===== config.mk =====
export PLATFORM = sky130hd
export DESIGN_NAME = timeslot_access_loop_unit
export DESIGN_NICKNAME = d
export VERILOG_FILES = /design/src/design/tsa_pkg.sv /design/src/design/timeslot_access_loop_unit.sv
export VERILOG_INCLUDE_DIRS = /design/src /design/src/design
export SDC_FILE = /design/constraint.sdc
export NUM_CORES = 1
export LEC_CHECK = 0
export BUFFER_PORTS_ARGS = -buffer_cell sky130_fd_sc_hd__buf_4
export CORE_MARGIN = 10
export CORE_UTILIZATION = 35
export DETAILED_ROUTE_END_ITERATION = 7
export PLACE_DENSITY = 0.48
export SLEW_MARGIN = 20
export SYNTH_ARGS = -nofsm -noshare
export SYNTH_HDL_FRONTEND = slang
export SYNTH_SLANG_ARGS = --single-unit

===== constraint.sdc =====
create_clock -name clock_i -period 8.3 [get_ports clock_i]
set_clock_uncertainty 0.05 [all_clocks]
set_input_delay 1.245 -clock clock_i [delete_from_list [all_inputs] [get_ports clock_i]]
set_output_delay 1.245 -clock clock_i [all_outputs]
set_load 0.01 [all_outputs]

===== src/design/tsa_consts.svh =====
`ifndef TSA_CONSTS_SVH
`define TSA_CONSTS_SVH
`define TSA_GRP_DATA 2'h0
`define TSA_GRP_SEL 2'h1
`define TSA_IDX_CTRL0 4'h8
`define TSA_IDX_CTRL1 4'h9
`define TSA_IDX_MASK 4'hA
`define TSA_IDX_STAT 4'hB
`define TSA_IDX_ACK 4'hC
`define TSA_SYNC_OVERFLOW_IRQ_POS 4
`define TSA_SEL_BITS 8'h9F
`define TSA_CTRL_BITS 8'h3F
`define TSA_RST_DATA 8'h00
`define TSA_RST_SEL 8'h00
`define TSA_RST_CTRL 8'h00
`define TSA_RST_MASK 8'hFF
`define TSA_RST_STAT 8'h00
`define TSA_ARB_SLOT 5'h0B
`define TSA_SLOT_BITS 8'h08
`define TSA_LEAD_P0 8'h02
`define TSA_LEAD_P1 8'h01
`define TSA_LAST_BIT 3'h7
`endif


===== src/design/tsa_pkg.sv =====
package tsa_pkg;
  typedef struct packed {
    logic port_sel_bit;
    logic [1:0] unused;
    logic [4:0] slot_num_field;
  } slot_port_sel_t;
  typedef struct packed {
    logic [1:0] unused;
    logic arb_slot_monitor_en;
    logic swap;
    logic out_enable_odd;
    logic out_enable_even;
    logic in_enable_odd;
    logic in_enable_even;
  } pair_ctrl_t;
endpackage


===== src/design/timeslot_access_loop_unit.sv =====
// Contract
// Swap exchanges input enables within a pair; output enables stay put.
// Loop captures a slot and drives it in the same slot next frame.
// Shift to a slot two or more later completes within the frame.
// Shift to the next or an earlier slot is output next frame.
// Looping and shifting run every frame with no host action.
// Host pairs even registers with even slots, odd with odd, when monitoring.
// With one internal user, host may choose pair slots freely.
// Arbitration monitor makes the even register capture slot 11.
// Host sets even selection to 08 or 88 for arbitration monitoring.
// Slot 11 and slot 3 may be captured together on both lines.
// Transfer event two bits after slot for port 0, one for port 1.
// One bit period equals two double-rate clock periods.
// Four maskable transfer/overflow pairs reported in one status register.
// Overflow fires for its own enabled, unacknowledged transfer event.
// Own transfer masked: overflow fires for any other missed event.
// No transfer event enabled means no overflow at all.
// Both enabled: each overflow follows only its own transfer event.
// Transfer event needs the register's input enabled.
// Overflow event needs the register's output enabled.
// Host acknowledges before the deadline ahead of the selected slot.
// Swap takes input slot and port from the partner's selection.
// Disabled input keeps the stored value for output.
// Host writes are driven at the next selected output slot.
//
// The Avalon-MM interface to the registers and the placing of the registers were decided locally.
`timescale 1ns/1ns
`default_nettype none
`include "tsa_consts.svh"
module timeslot_access_loop_unit (
  input wire logic clock_i,
  input wire logic rst_i,
  input wire logic [5:0] avs_address_i,
  input wire logic avs_read_i,
  input wire logic avs_write_i,
  input wire logic [3:0] avs_byteenable_i,
  input wire logic [31:0] avs_writedata_i,
  output logic [31:0] avs_readdata_o,
  output logic avs_waitrequest_o,
  input wire logic double_rate_clock_i,
  input wire logic frame_sync_i,
  input wire logic upstream_line_i,
  output logic upstream_line_o,
  output logic upstream_line_oe_o,
  input wire logic downstream_line_i,
  output logic downstream_line_o,
  output logic downstream_line_oe_o
);
  logic [3:0] s1_ff, s2_ff, s3_ff, filt_ff;
  logic [8:0] cnt_ff;
  logic fpend_ff, tick_ff;
  tsa_pkg::slot_port_sel_t sel_ff [4];
  tsa_pkg::pair_ctrl_t ctrl_ff [2];
  logic [7:0] data_ff [4];
  logic [7:0] shr_ff [4];
  logic [7:0] obuf_ff [4];
  logic [3:0] pend_ff;
  logic [7:0] mask_ff, stat_ff;
  logic wait_ff;
  logic [31:0] rdata_ff;
  logic up_ff, up_oe_ff, dn_ff, dn_oe_ff;

  // Pin synchroniser: a level counts once stages two and three agree
  wire [3:0] nxt_filt = (s2_ff & s3_ff) | (filt_ff & (s2_ff | s3_ff));
  wire dcl_rise = nxt_filt[0] & ~filt_ff[0];
  wire fsc_rise = nxt_filt[1] & ~filt_ff[1];
  wire [8:0] nxt_cnt = fpend_ff ? 9'h000 : 9'(cnt_ff + 9'h001);
  // Bit position and half-bit phase; a bit spans two dcl periods
  wire start = tick_ff & ~cnt_ff[0];
  wire samp = tick_ff & cnt_ff[0];
  wire [7:0] pos = cnt_ff[8:1];

  always_ff @(posedge clock_i or posedge rst_i) begin
    if (rst_i) begin
      s1_ff <= 4'h0;
      s2_ff <= 4'h0;
      s3_ff <= 4'h0;
      filt_ff <= 4'h0;
      cnt_ff <= 9'h000;
      fpend_ff <= 1'h0;
      tick_ff <= 1'h0;
    end else begin
      s1_ff <= {downstream_line_i, upstream_line_i,
                frame_sync_i, double_rate_clock_i};
      s2_ff <= s1_ff;
      s3_ff <= s2_ff;
      filt_ff <= nxt_filt;
      tick_ff <= dcl_rise;
      if (dcl_rise) begin
        cnt_ff <= nxt_cnt;
      end
      if (fsc_rise) begin
        fpend_ff <= 1'h1;
      end else if (dcl_rise) begin
        fpend_ff <= 1'h0;
      end
    end
  end

  // Bus decode; every request is answered one cycle after it is seen
  wire [3:0] idx = avs_address_i[5:2];
  wire commit = avs_write_i & ~wait_ff & avs_byteenable_i[0];
  wire [7:0] wbyte = avs_writedata_i[7:0];
  wire wr_sel = commit & (idx[3:2] == `TSA_GRP_SEL);
  wire wr_ctrl = commit & (idx[3:1] == 3'(`TSA_IDX_CTRL0 >> 1));
  wire wr_mask = commit & (idx == `TSA_IDX_MASK);
  wire wr_stat = commit & (idx == `TSA_IDX_STAT);
  wire wr_ack = commit & (idx == `TSA_IDX_ACK);
  wire [7:0] rd_byte =
    (idx[3:2] == `TSA_GRP_DATA) ? data_ff[idx[1:0]] :
    (idx[3:2] == `TSA_GRP_SEL) ? sel_ff[idx[1:0]] :
    (idx == `TSA_IDX_CTRL0) ? ctrl_ff[0] :
    (idx == `TSA_IDX_CTRL1) ? ctrl_ff[1] :
    (idx == `TSA_IDX_MASK) ? mask_ff :
    (idx == `TSA_IDX_STAT) ? stat_ff :
    (idx == `TSA_IDX_ACK) ? {4'h0, pend_ff} : 8'h00;

  wire [3:0] in_en, out_en, sti_en, sync_overflow_irq_en, in_hit, out_hit;
  wire [3:0] sti_evt, miss, sync_overflow_irq_fire, wr_data, ack_wr;
  wire [3:0] lin, up_drv, dn_drv, obit, at_load;

  for (genvar g = 0; g < 4; g++) begin : g_reg
    tsa_pkg::pair_ctrl_t c;
    tsa_pkg::slot_port_sel_t isel;
    wire [1:0] ien;
    wire [1:0] oen;
    wire [4:0] islot;
    wire [7:0] base;
    wire [7:0] lead;
    wire [7:0] load_pos;
    wire [7:0] sti_pos;
    wire [3:0] who;
    assign c = ctrl_ff[g/2];
    assign ien = {c.in_enable_odd, c.in_enable_even};
    assign oen = {c.out_enable_odd, c.out_enable_even};
    assign in_en[g] = c.swap ? ien[1-g%2] : ien[g%2];
    assign out_en[g] = oen[g%2];
    assign isel = c.swap ? sel_ff[g^1] : sel_ff[g];
    // Even register may watch the arbitration slot; the odd one is free
    assign islot = (c.arb_slot_monitor_en && g%2 == 0) ?
                   `TSA_ARB_SLOT : isel.slot_num_field;
    assign lin[g] = isel.port_sel_bit ? filt_ff[3] : filt_ff[2];
    assign in_hit[g] = pos[7:3] == islot;
    assign out_hit[g] = pos[7:3] == sel_ff[g].slot_num_field;
    assign base = {sel_ff[g].slot_num_field, 3'h0};
    assign lead = sel_ff[g].port_sel_bit ? `TSA_LEAD_P1 : `TSA_LEAD_P0;
    // Wraps modulo one frame of 256 bits
    assign load_pos = 8'(base - lead);
    assign sti_pos = 8'(base + `TSA_SLOT_BITS + lead);
    assign at_load[g] = start && pos == load_pos;
    assign sti_en[g] = in_en[g] & ~mask_ff[g];
    assign sync_overflow_irq_en[g] = out_en[g] & ~mask_ff[`TSA_SYNC_OVERFLOW_IRQ_POS + g];
    assign sti_evt[g] = start && pos == sti_pos && sti_en[g];
    assign wr_data[g] = commit && idx == 4'(g);
    assign ack_wr[g] = wr_ack & wbyte[g];
    // A late acknowledge in the deadline cycle still counts
    assign miss[g] = at_load[g] & pend_ff[g] & ~ack_wr[g];
    assign who = sti_en[g] ? 4'(1 << g) : 4'hF;
    assign sync_overflow_irq_fire[g] = sync_overflow_irq_en[g] & (|(miss & who));
    assign up_drv[g] = out_hit[g] & out_en[g] & sel_ff[g].port_sel_bit;
    assign dn_drv[g] = out_hit[g] & out_en[g] & ~sel_ff[g].port_sel_bit;
    assign obit[g] = obuf_ff[g][3'h7 - pos[2:0]];

    always_ff @(posedge clock_i or posedge rst_i) begin
      if (rst_i) begin
        shr_ff[g] <= `TSA_RST_DATA;
        data_ff[g] <= `TSA_RST_DATA;
        obuf_ff[g] <= `TSA_RST_DATA;
        pend_ff[g] <= 1'h0;
      end else begin
        if (samp && in_hit[g]) begin
          shr_ff[g] <= {shr_ff[g][6:0], lin[g]};
        end
        // Capture beats a host write landing in the same cycle
        if (samp && in_hit[g] && pos[2:0] == `TSA_LAST_BIT && in_en[g]) begin
          data_ff[g] <= {shr_ff[g][6:0], lin[g]};
        end else if (wr_data[g]) begin
          data_ff[g] <= wbyte;
        end
        if (at_load[g]) begin
          obuf_ff[g] <= data_ff[g];
        end
        if (sti_evt[g]) begin
          pend_ff[g] <= 1'h1;
        end else if (ack_wr[g] || at_load[g]) begin
          pend_ff[g] <= 1'h0;
        end
      end
    end
  end

  always_ff @(posedge clock_i or posedge rst_i) begin
    if (rst_i) begin
      for (int i = 0; i < 4; i++) begin
        sel_ff[i] <= `TSA_RST_SEL;
      end
      ctrl_ff[0] <= `TSA_RST_CTRL;
      ctrl_ff[1] <= `TSA_RST_CTRL;
      mask_ff <= `TSA_RST_MASK;
      stat_ff <= `TSA_RST_STAT;
      wait_ff <= 1'h1;
      rdata_ff <= 32'h0000_0000;
    end else begin
      if (wr_sel) begin
        sel_ff[idx[1:0]] <= wbyte & `TSA_SEL_BITS;
      end
      if (wr_ctrl) begin
        ctrl_ff[idx[0]] <= wbyte & `TSA_CTRL_BITS;
      end
      if (wr_mask) begin
        mask_ff <= wbyte;
      end
      // New events win over a write-one-to-clear in the same cycle
      stat_ff <= (stat_ff & ~(wr_stat ? wbyte : 8'h00))
                 | {sync_overflow_irq_fire, sti_evt};
      if (wait_ff && (avs_read_i || avs_write_i)) begin
        wait_ff <= 1'h0;
        rdata_ff <= {24'h00_0000, rd_byte};
      end else begin
        wait_ff <= 1'h1;
      end
    end
  end

  // Line drivers change only at bit starts and hold in between
  always_ff @(posedge clock_i or posedge rst_i) begin
    if (rst_i) begin
      up_ff <= 1'h0;
      up_oe_ff <= 1'h0;
      dn_ff <= 1'h0;
      dn_oe_ff <= 1'h0;
    end else if (start) begin
      up_ff <= |(up_drv & obit);
      up_oe_ff <= |up_drv;
      dn_ff <= |(dn_drv & obit);
      dn_oe_ff <= |dn_drv;
    end
  end

  assign avs_readdata_o = rdata_ff;
  assign avs_waitrequest_o = wait_ff;
  assign upstream_line_o = up_ff;
  assign upstream_line_oe_o = up_oe_ff;
  assign downstream_line_o = dn_ff;
  assign downstream_line_oe_o = dn_oe_ff;

  // Helpers sampled by the checks below
  wire cap0 = samp & in_hit[0] & (pos[2:0] == `TSA_LAST_BIT);
  wire [7:0] cap_val0 = {shr_ff[0][6:0], lin[0]};
  wire sti_pt0 = start && pos == g_reg[0].sti_pos;
  wire in_en0 = in_en[0];
  wire out_en0 = out_en[0];
  wire miss0 = miss[0];
  wire any_miss = |miss;
  wire sti_en0 = sti_en[0];
  wire idle_irq = (sti_en == 4'h0) && (pend_ff == 4'h0);
  wire new_sync_overflow_irq = |(sync_overflow_irq_fire);
  wire drv_up0 = start & up_drv[0];

  property p_keep;
    @(posedge clock_i) disable iff (rst_i)
    (cap0 && !in_en0 && !wr_data[0]) |=> $stable(data_ff[0]);
  endproperty
  a_keep: assert property (p_keep)
    else $error("data changed with input disabled");

  property p_loop;
    @(posedge clock_i) disable iff (rst_i)
    (cap0 && in_en0) |=> data_ff[0] == $past(cap_val0);
  endproperty
  a_loop: assert property (p_loop)
    else $error("captured slot not stored");

  property p_sti_time;
    @(posedge clock_i) disable iff (rst_i)
    $rose(stat_ff[0]) |-> $past(sti_pt0);
  endproperty
  a_sti_time: assert property (p_sti_time)
    else $error("transfer event at wrong bit");

  property p_sti_in;
    @(posedge clock_i) disable iff (rst_i)
    $rose(stat_ff[0]) |-> $past(in_en0);
  endproperty
  a_sti_in: assert property (p_sti_in)
    else $error("transfer event with input disabled");

  property p_sync_overflow_irq_out;
    @(posedge clock_i) disable iff (rst_i)
    $rose(stat_ff[4]) |-> $past(out_en0);
  endproperty
  a_sync_overflow_irq_out: assert property (p_sync_overflow_irq_out)
    else $error("overflow with output disabled");

  property p_none;
    @(posedge clock_i) disable iff (rst_i)
    idle_irq |-> !new_sync_overflow_irq;
  endproperty
  a_none: assert property (p_none)
    else $error("overflow with no transfer event enabled");

  property p_own;
    @(posedge clock_i) disable iff (rst_i)
    ($rose(stat_ff[4]) && $past(sti_en0)) |-> $past(miss0);
  endproperty
  a_own: assert property (p_own)
    else $error("overflow not tied to own event");

  property p_other;
    @(posedge clock_i) disable iff (rst_i)
    $rose(stat_ff[4]) |-> $past(any_miss);
  endproperty
  a_other: assert property (p_other)
    else $error("overflow without any missed event");

  property p_drive;
    @(posedge clock_i) disable iff (rst_i)
    drv_up0 |=> upstream_line_oe_o ##1 upstream_line_oe_o;
  endproperty
  a_drive: assert property (p_drive)
    else $error("selected output slot not driven");

  property p_bus;
    @(posedge clock_i) disable iff (rst_i)
    (avs_read_i && avs_waitrequest_o) |=> !avs_waitrequest_o;
  endproperty
  a_bus: assert property (p_bus)
    else $error("bus request not answered");
endmodule
`default_nettype wire


* Yosys cells after proc, flatten, opt, wreduce, memory -nomap -nowiden
Index checks and enable logic that the tools add are counted.
** Storage, ports and cells
- Bits in registers :: 200
- Bits in latches :: 0
- Memory bits (writable) :: 0
- Bits in read-only memories :: 0
- Input bits :: 50
- Output and inout bits :: 37
- Logic and storage cells :: 310
- Memories :: 0
** Cells by class
- Add/sub/neg operators :: 14
- Multipliers :: 0
- Div/mod/pow operators :: 0
- Order comparisons :: 5
- Equality and inequality tests :: 27
- Shift-type cells :: 0
- Mux-type cells :: 70
- Bitwise logic cells :: 82
- Reductions and logical operators :: 55
** Operator list (number)
- $mux W8 :: 25
- $eq A8 B8 Y1 :: 8
- $and A1 B1 Y1 :: 47
- $eq A5 B5 Y1 :: 8
- $add A8 B2 Y8 :: 4
- $add A8 B4 Y8 const B :: 4
- $and A4 B4 Y4 :: 8
- $bmux W8 S2 :: 2
- $bwmux W32 :: 1
- $reduce_or A4 Y1 :: 8
- $sub A8 B2 Y8 :: 4
- $logic_and A1 B1 Y1 :: 31
- $mux W1 :: 23
- $eq A4 B4 Y1 const B :: 5
- $not A1 Y1 :: 20
- $reduce_bool A2 Y1 :: 9
- $bwmux W16 :: 1
- $demux W8 S2 :: 1
- $mux W4 :: 4
- $bmux W1 S3 :: 4
- $mux W5 :: 2
- $add A9 B1 Y9 const B :: 1
- $mux W9 :: 1
- $and A8 B8 Y8 :: 1
- 21 further kinds :: 31

* Logic depth before layout (Yosys ltp)
- Word-level depth :: 11
- Depth in mapped cells :: 9
- Mapped depth without buffers :: 8

* Worst setup path before layout
Ideal clock, no wire load.
- Kind :: input -> register
- Start :: input port avs_address_i[2]
- End :: register data_ff[0] (netlist bit)
- Setup time :: 128 ps
- Arrival :: 2723 ps
- Data required time :: 8122 ps
- Setup slack :: 5400 ps
- Stages :: 5
- Path buffers :: 2
- Path through :: buf_2 buf_1 nand3_1 mux2_2 mux2_1
** Between the ends
- Word-level cells in the longest chain between the ends :: 3
** RTL lines
- start, declared :: RTL line timeslot_access_loop_unit.sv:33 : input wire logic [5:0] avs_address_i,
- $eq A4 B2 Y1 :: RTL line timeslot_access_loop_unit.sv:154 : assign wr_data[g] = commit && idx == 4'(g);
- $logic_and A1 B1 Y1 :: RTL line timeslot_access_loop_unit.sv:154
- $reduce_bool A2 Y1 (no source line)
- end signal, assigned by index :: RTL line timeslot_access_loop_unit.sv:167 : data_ff[g] <= `TSA_RST_DATA;
- end signal, assigned by index :: RTL line timeslot_access_loop_unit.sv:176 : data_ff[g] <= {shr_ff[g][6:0], lin[g]};
- end signal, assigned by index :: RTL line timeslot_access_loop_unit.sv:178 : data_ff[g] <= wbyte;
- end, declared :: RTL line timeslot_access_loop_unit.sv:54 : logic [7:0] data_ff [4];
Every way passes these cells.
A chain may end at the register's enable or synchronous reset.

* Final worst setup path
- Start :: register ctrl_ff[12] (netlist bit)
- End :: register data_ff[18] (netlist bit)
** Between the ends
- Word-level cells in the longest chain between the ends :: 6
- Elaborated cells between the ends (all ways) :: 8
- Those cells by class :: 1 x eq/ne; 3 x mux; 4 x reduce/logical
** RTL lines
- start, declared :: RTL line timeslot_access_loop_unit.sv:53 : tsa_pkg::pair_ctrl_t ctrl_ff [2];
- start signal, assigned by index :: RTL line timeslot_access_loop_unit.sv:208 : ctrl_ff[idx[0]] <= wbyte & `TSA_CTRL_BITS;
- $mux W8 :: RTL line timeslot_access_loop_unit.sv:138 : assign isel = c.swap ? sel_ff[g^1] : sel_ff[g];
- $eq A5 B5 Y1 :: RTL line timeslot_access_loop_unit.sv:143 : assign in_hit[g] = pos[7:3] == islot;
- $logic_and A1 B1 Y1 :: RTL line timeslot_access_loop_unit.sv:175 : if (samp && in_hit[g] && pos[2:0] == `TSA_LAST_BIT && in_en[g]) begin
- $logic_and A1 B1 Y1 (no source line)
- $logic_and A1 B1 Y1 (*) :: RTL line timeslot_access_loop_unit.sv:175
- $mux W8 or $reduce_bool A2 Y1 (tied branches)
Every way passes the cells marked *; elsewhere a longest branch is shown, timed or not.

==> summary.md <==
| Metric | Value |
|---|---|
| Status | completed |
| Overall power | 2.455 mW |
| Setup Fix Bufs, Post-CTS | 0 |
| Sequential share of the synthesized area | 44.92% |
| Worst hold-check slack | 0.2965 ns |
| Most frequent cell after synthesis | dfrtp_1 |
| Synthesized flop and latch total | 188 |
| Vias per cell | 5.197 |
| Period utilization | 38.19% |
| Synth-to-Final Area Change | 9.785% |
| Sink Count | 188 |
| Setup TNS | 0 ns |
| Sw Ratio | 31.91% |
| Worst Setup End Kind | flip-flop |
| Routed len/inst | 22.58 um |
| Startpoint Class | flip-flop |
| Reg2Reg Setup Slack | 5.13 ns |
| Reg clk slew, reported paths | 0.08 ns |
| GR Overflow Total | 0 |
| Internal power | 1.671 mW |
| Post-route minimum period | 3.169 ns |
| Initial drt markers | 425 |
| Root Buffer | clkbuf_16 |
| Top area cells in the synthesized netlist | dfrtp_1 (43%), mux2_2 (15%), mux4_2 (4.9%) |
| Cells after synthesis | 887 |
| Placed cells | 1262 |
| Critical path type | flip-flop to flip-flop |
| Total track usage | 16.14% |
| Post-synth top flop | dfrtp_1 |
| GP Congestion | 0.8510 |
| Req. time, crit path | 8.58 ns |
| Num rows | 63 |
| Core region area | 29640 um2 |
| Clk pwr share | 34.1% |
| Drt pass-1 iters | 5 |
| Max IR drop VDD | 0.1458 mV |
| R2r startpoint | ctrl_ff[12] |
| Nets@finish | 953 |
| Largest net degree at the start of global routing | 116 |
| # hold bufs at CTS | 0 |
| Initial antenna violation count | 1 |
| Rel. slew slack | 34.40% |
| EDFF count, synth | 0 |
| Residual DRC | 0 |
| Die area | 37320 um2 |
| # setup viols final | 0 |
| Final core utilization | 38.89% |
| Critical R2R Capture | data_ff[18] |
| Vias in the first global route | 7000 |
| Endpoint, Worst Hold | s2_ff[0] |
| Post-synth top cells | dfrtp_1 (179), mux2_2 (139), nand2_1 (62), mux2i_1 (45), xnor2_1 (42) |
| I/O pin total | 87 |
| Die Wd | 193.2 um |
| GR peak layer | met2 |
| Ys Warns | 0 |
| Reg power frac | 46.5% |
| Initial Util | 35.42% |
| Global-route wire length before repair | 44870 um |
| CTS Buffer Depth | 2 |
| HP Class | flip-flop to flip-flop |
| Max FO, Critical Path | 18 |
| Synth Cell Area | 10500 um2 |
| Pwr Density | 213.0 nW/um2 |
| Min-delay src | s1_ff[0] |
| M2 GR Usage | 26.02% |
| Clock Latency Late Sink | 0.45 ns |
| Final Max Slew Viols | 0 |
| Cell count of the worst hold path | 0 |
| Final Hold Viols | 0 |
| CTS tree | done |
| Yosys cell types | 67 |
| Synth top area share | 42.66% |
| Combinational Power Share | 19.4% |
| GRT met1 Usage | 21.81% |
| Via Count | 6725 |
| Ys async rst share | 100.0% |
| R2R depth | 6 |
| Maximum clock rate | 315.5 MHz |
| Arr. time, crit path | 3.45 ns |
| Max-cap violations | 0 |
| Ratio of cells with drive above 1 in the final layout | 29.35% |
| Least-Margin Pin Slew | 0.9840 ns |
| RSZ-0062 raised after global routing | no |
| Post_cts resized | 0 |
| Chip height | 193.2 um |
| HPWL Detailed | 20940 um |
| Psw | 783.4 uW |
| Mean Syn Cell Area | 11.84 um2 |
| Synth area leader | dfrtp_1 |
| CTS Buf Count | 17 |
| Final wirelength | 29220 um |
| # port buffers | 33 |
| Antenna viol nets, final | 0 |
| Leak | 5.176 nW |
| Met3 Usage GRT | 3.129% |
| Depth of the CTS H-tree | 4 |
| Finished Layout Cells | 1294 |
power groups by stage:
stage | Clock, mW | Sequential (mW) | Combinational (mW)
2_1_floorplan | 0 | 1.08 | 0.403
3_3_place_gp | 0 | 1.16 | 0.477
3_5_place_dp | 0 | 1.16 | 0.481
4_1_cts | 0.860 | 1.14 | 0.483
5_1_grt | 0.906 | 1.16 | 0.533
6_report | 0.837 | 1.14 | 0.476
worst max-delay path by stage:
stage	start	end	cells after the start	slack [ns]
5_1_grt	ctrl_ff[12]	data_ff[23]	6	4.98
4_1_cts	ctrl_ff[12]	data_ff[23]	6	5.15
2_1_floorplan	rst_i	avs_readdata_o[0]	1	1.91
3_5_place_dp	avs_address_i[4]	data_ff[2]	5	4.71
6_report	ctrl_ff[12]	data_ff[18]	6	5.13
3_3_place_gp	avs_address_i[4]	data_ff[14]	5	4.68
critical path: stages (launching register included):
cell     delay (ns)
dfrtp_1        0.93
mux2i_1        0.29
xnor2_1        0.13
nor4_2         0.32
nand2_2        0.25
or3_1          0.67
mux2_4         0.39
through the flow:
stage	worst slack, ns	area (um2)
2_1_floorplan	1.906	10590
3_3_place_gp	4.681	10940
3_5_place_dp	4.711	10940
4_1_cts	5.152	11520
5_1_grt	4.977	11520
6_report	5.131	11530
sequential cells by signal, indices dropped and copies added (netlist names):
signal / count
data_ff: 32
obuf_ff: 32
shr_ff: 21
g.base: 20
ctrl_ff: 11
cnt_ff: 9
avs_readdata_o: 8
mask_ff: 8
stat_ff: 8
cap_val0: 7
filt_ff: 4
pend_ff: 4
s1_ff: 4
s2_ff: 4
s3_ff: 4
sel_ff: 4
avs_waitrequest_o: 1
downstream_line_o: 1
downstream_line_oe_o: 1
fpend_ff: 1
out_en0: 1
tick_ff: 1
upstream_line_o: 1
upstream_line_oe_o: 1
layer usage:
layer  vias up  wire length [um]
met1      3459             13710
li1       3136                 -
met5         -                13
met4         2               456
met2        96             14050
met3        32               991
placed cells by master, fill, tap and decap left out, types with 5 or more instances in the layout:
| master | instances |
|---|---|
| nand3_1 | 19 |
| a21oi_1 | 9 |
| mux4_2 | 23 |
| nand4b_1 | 5 |
| dfstp_2 | 9 |
| o21ai_0 | 38 |
| a211oi_1 | 6 |
| nor2_1 | 35 |
| mux2_4 | 7 |
| dfrtp_1 | 179 |
| a22o_1 | 6 |
| conb_1 | 24 |
| mux2_2 | 139 |
| nand3b_1 | 8 |
| nand4_1 | 11 |
| nor3_1 | 15 |
| mux2i_1 | 45 |
| ha_1 | 12 |
| xnor2_2 | 8 |
| inv_8 | 6 |
| xor2_1 | 20 |
| nand2b_1 | 11 |
| inv_1 | 16 |
| nor3b_1 | 5 |
| clkbuf_16 | 17 |
| nor2b_1 | 7 |
| mux2_1 | 10 |
| nand2_1 | 62 |
| xnor2_1 | 42 |
| buf_4 | 37 |
area by class of cell:
class | instances | area (um2)
antenna | 1 | 2.502
clock inverter | 13 | 146.4
fill | 2959 | 18110
clock buffer | 18 | 439.2
inverter | 17 | 71.32
timing repair buffer | 37 | 277.8
multi-input combinational | 630 | 5385
tap | 390 | 488.0
sequential | 188 | 4716
cell families (layout without fill, tap and decap cells):
family                   after synthesis  in the layout  share of synthesized area [%]
multiplexers                         224            224                          26.21
AND/OR/NAND/NOR                      209            209                          10.69
flip-flops                           188            188                          44.92
buffers and inverters                 92             85                          4.612
AO/OA/AOI/OAI                         87             87                          5.315
XOR/XNOR                              70             70                          6.412
adder cells (fa/ha/maj)               16             16                          1.811
other                                  1             25                        0.03572
Note: power is estimated with default switching activity, not from simulation.
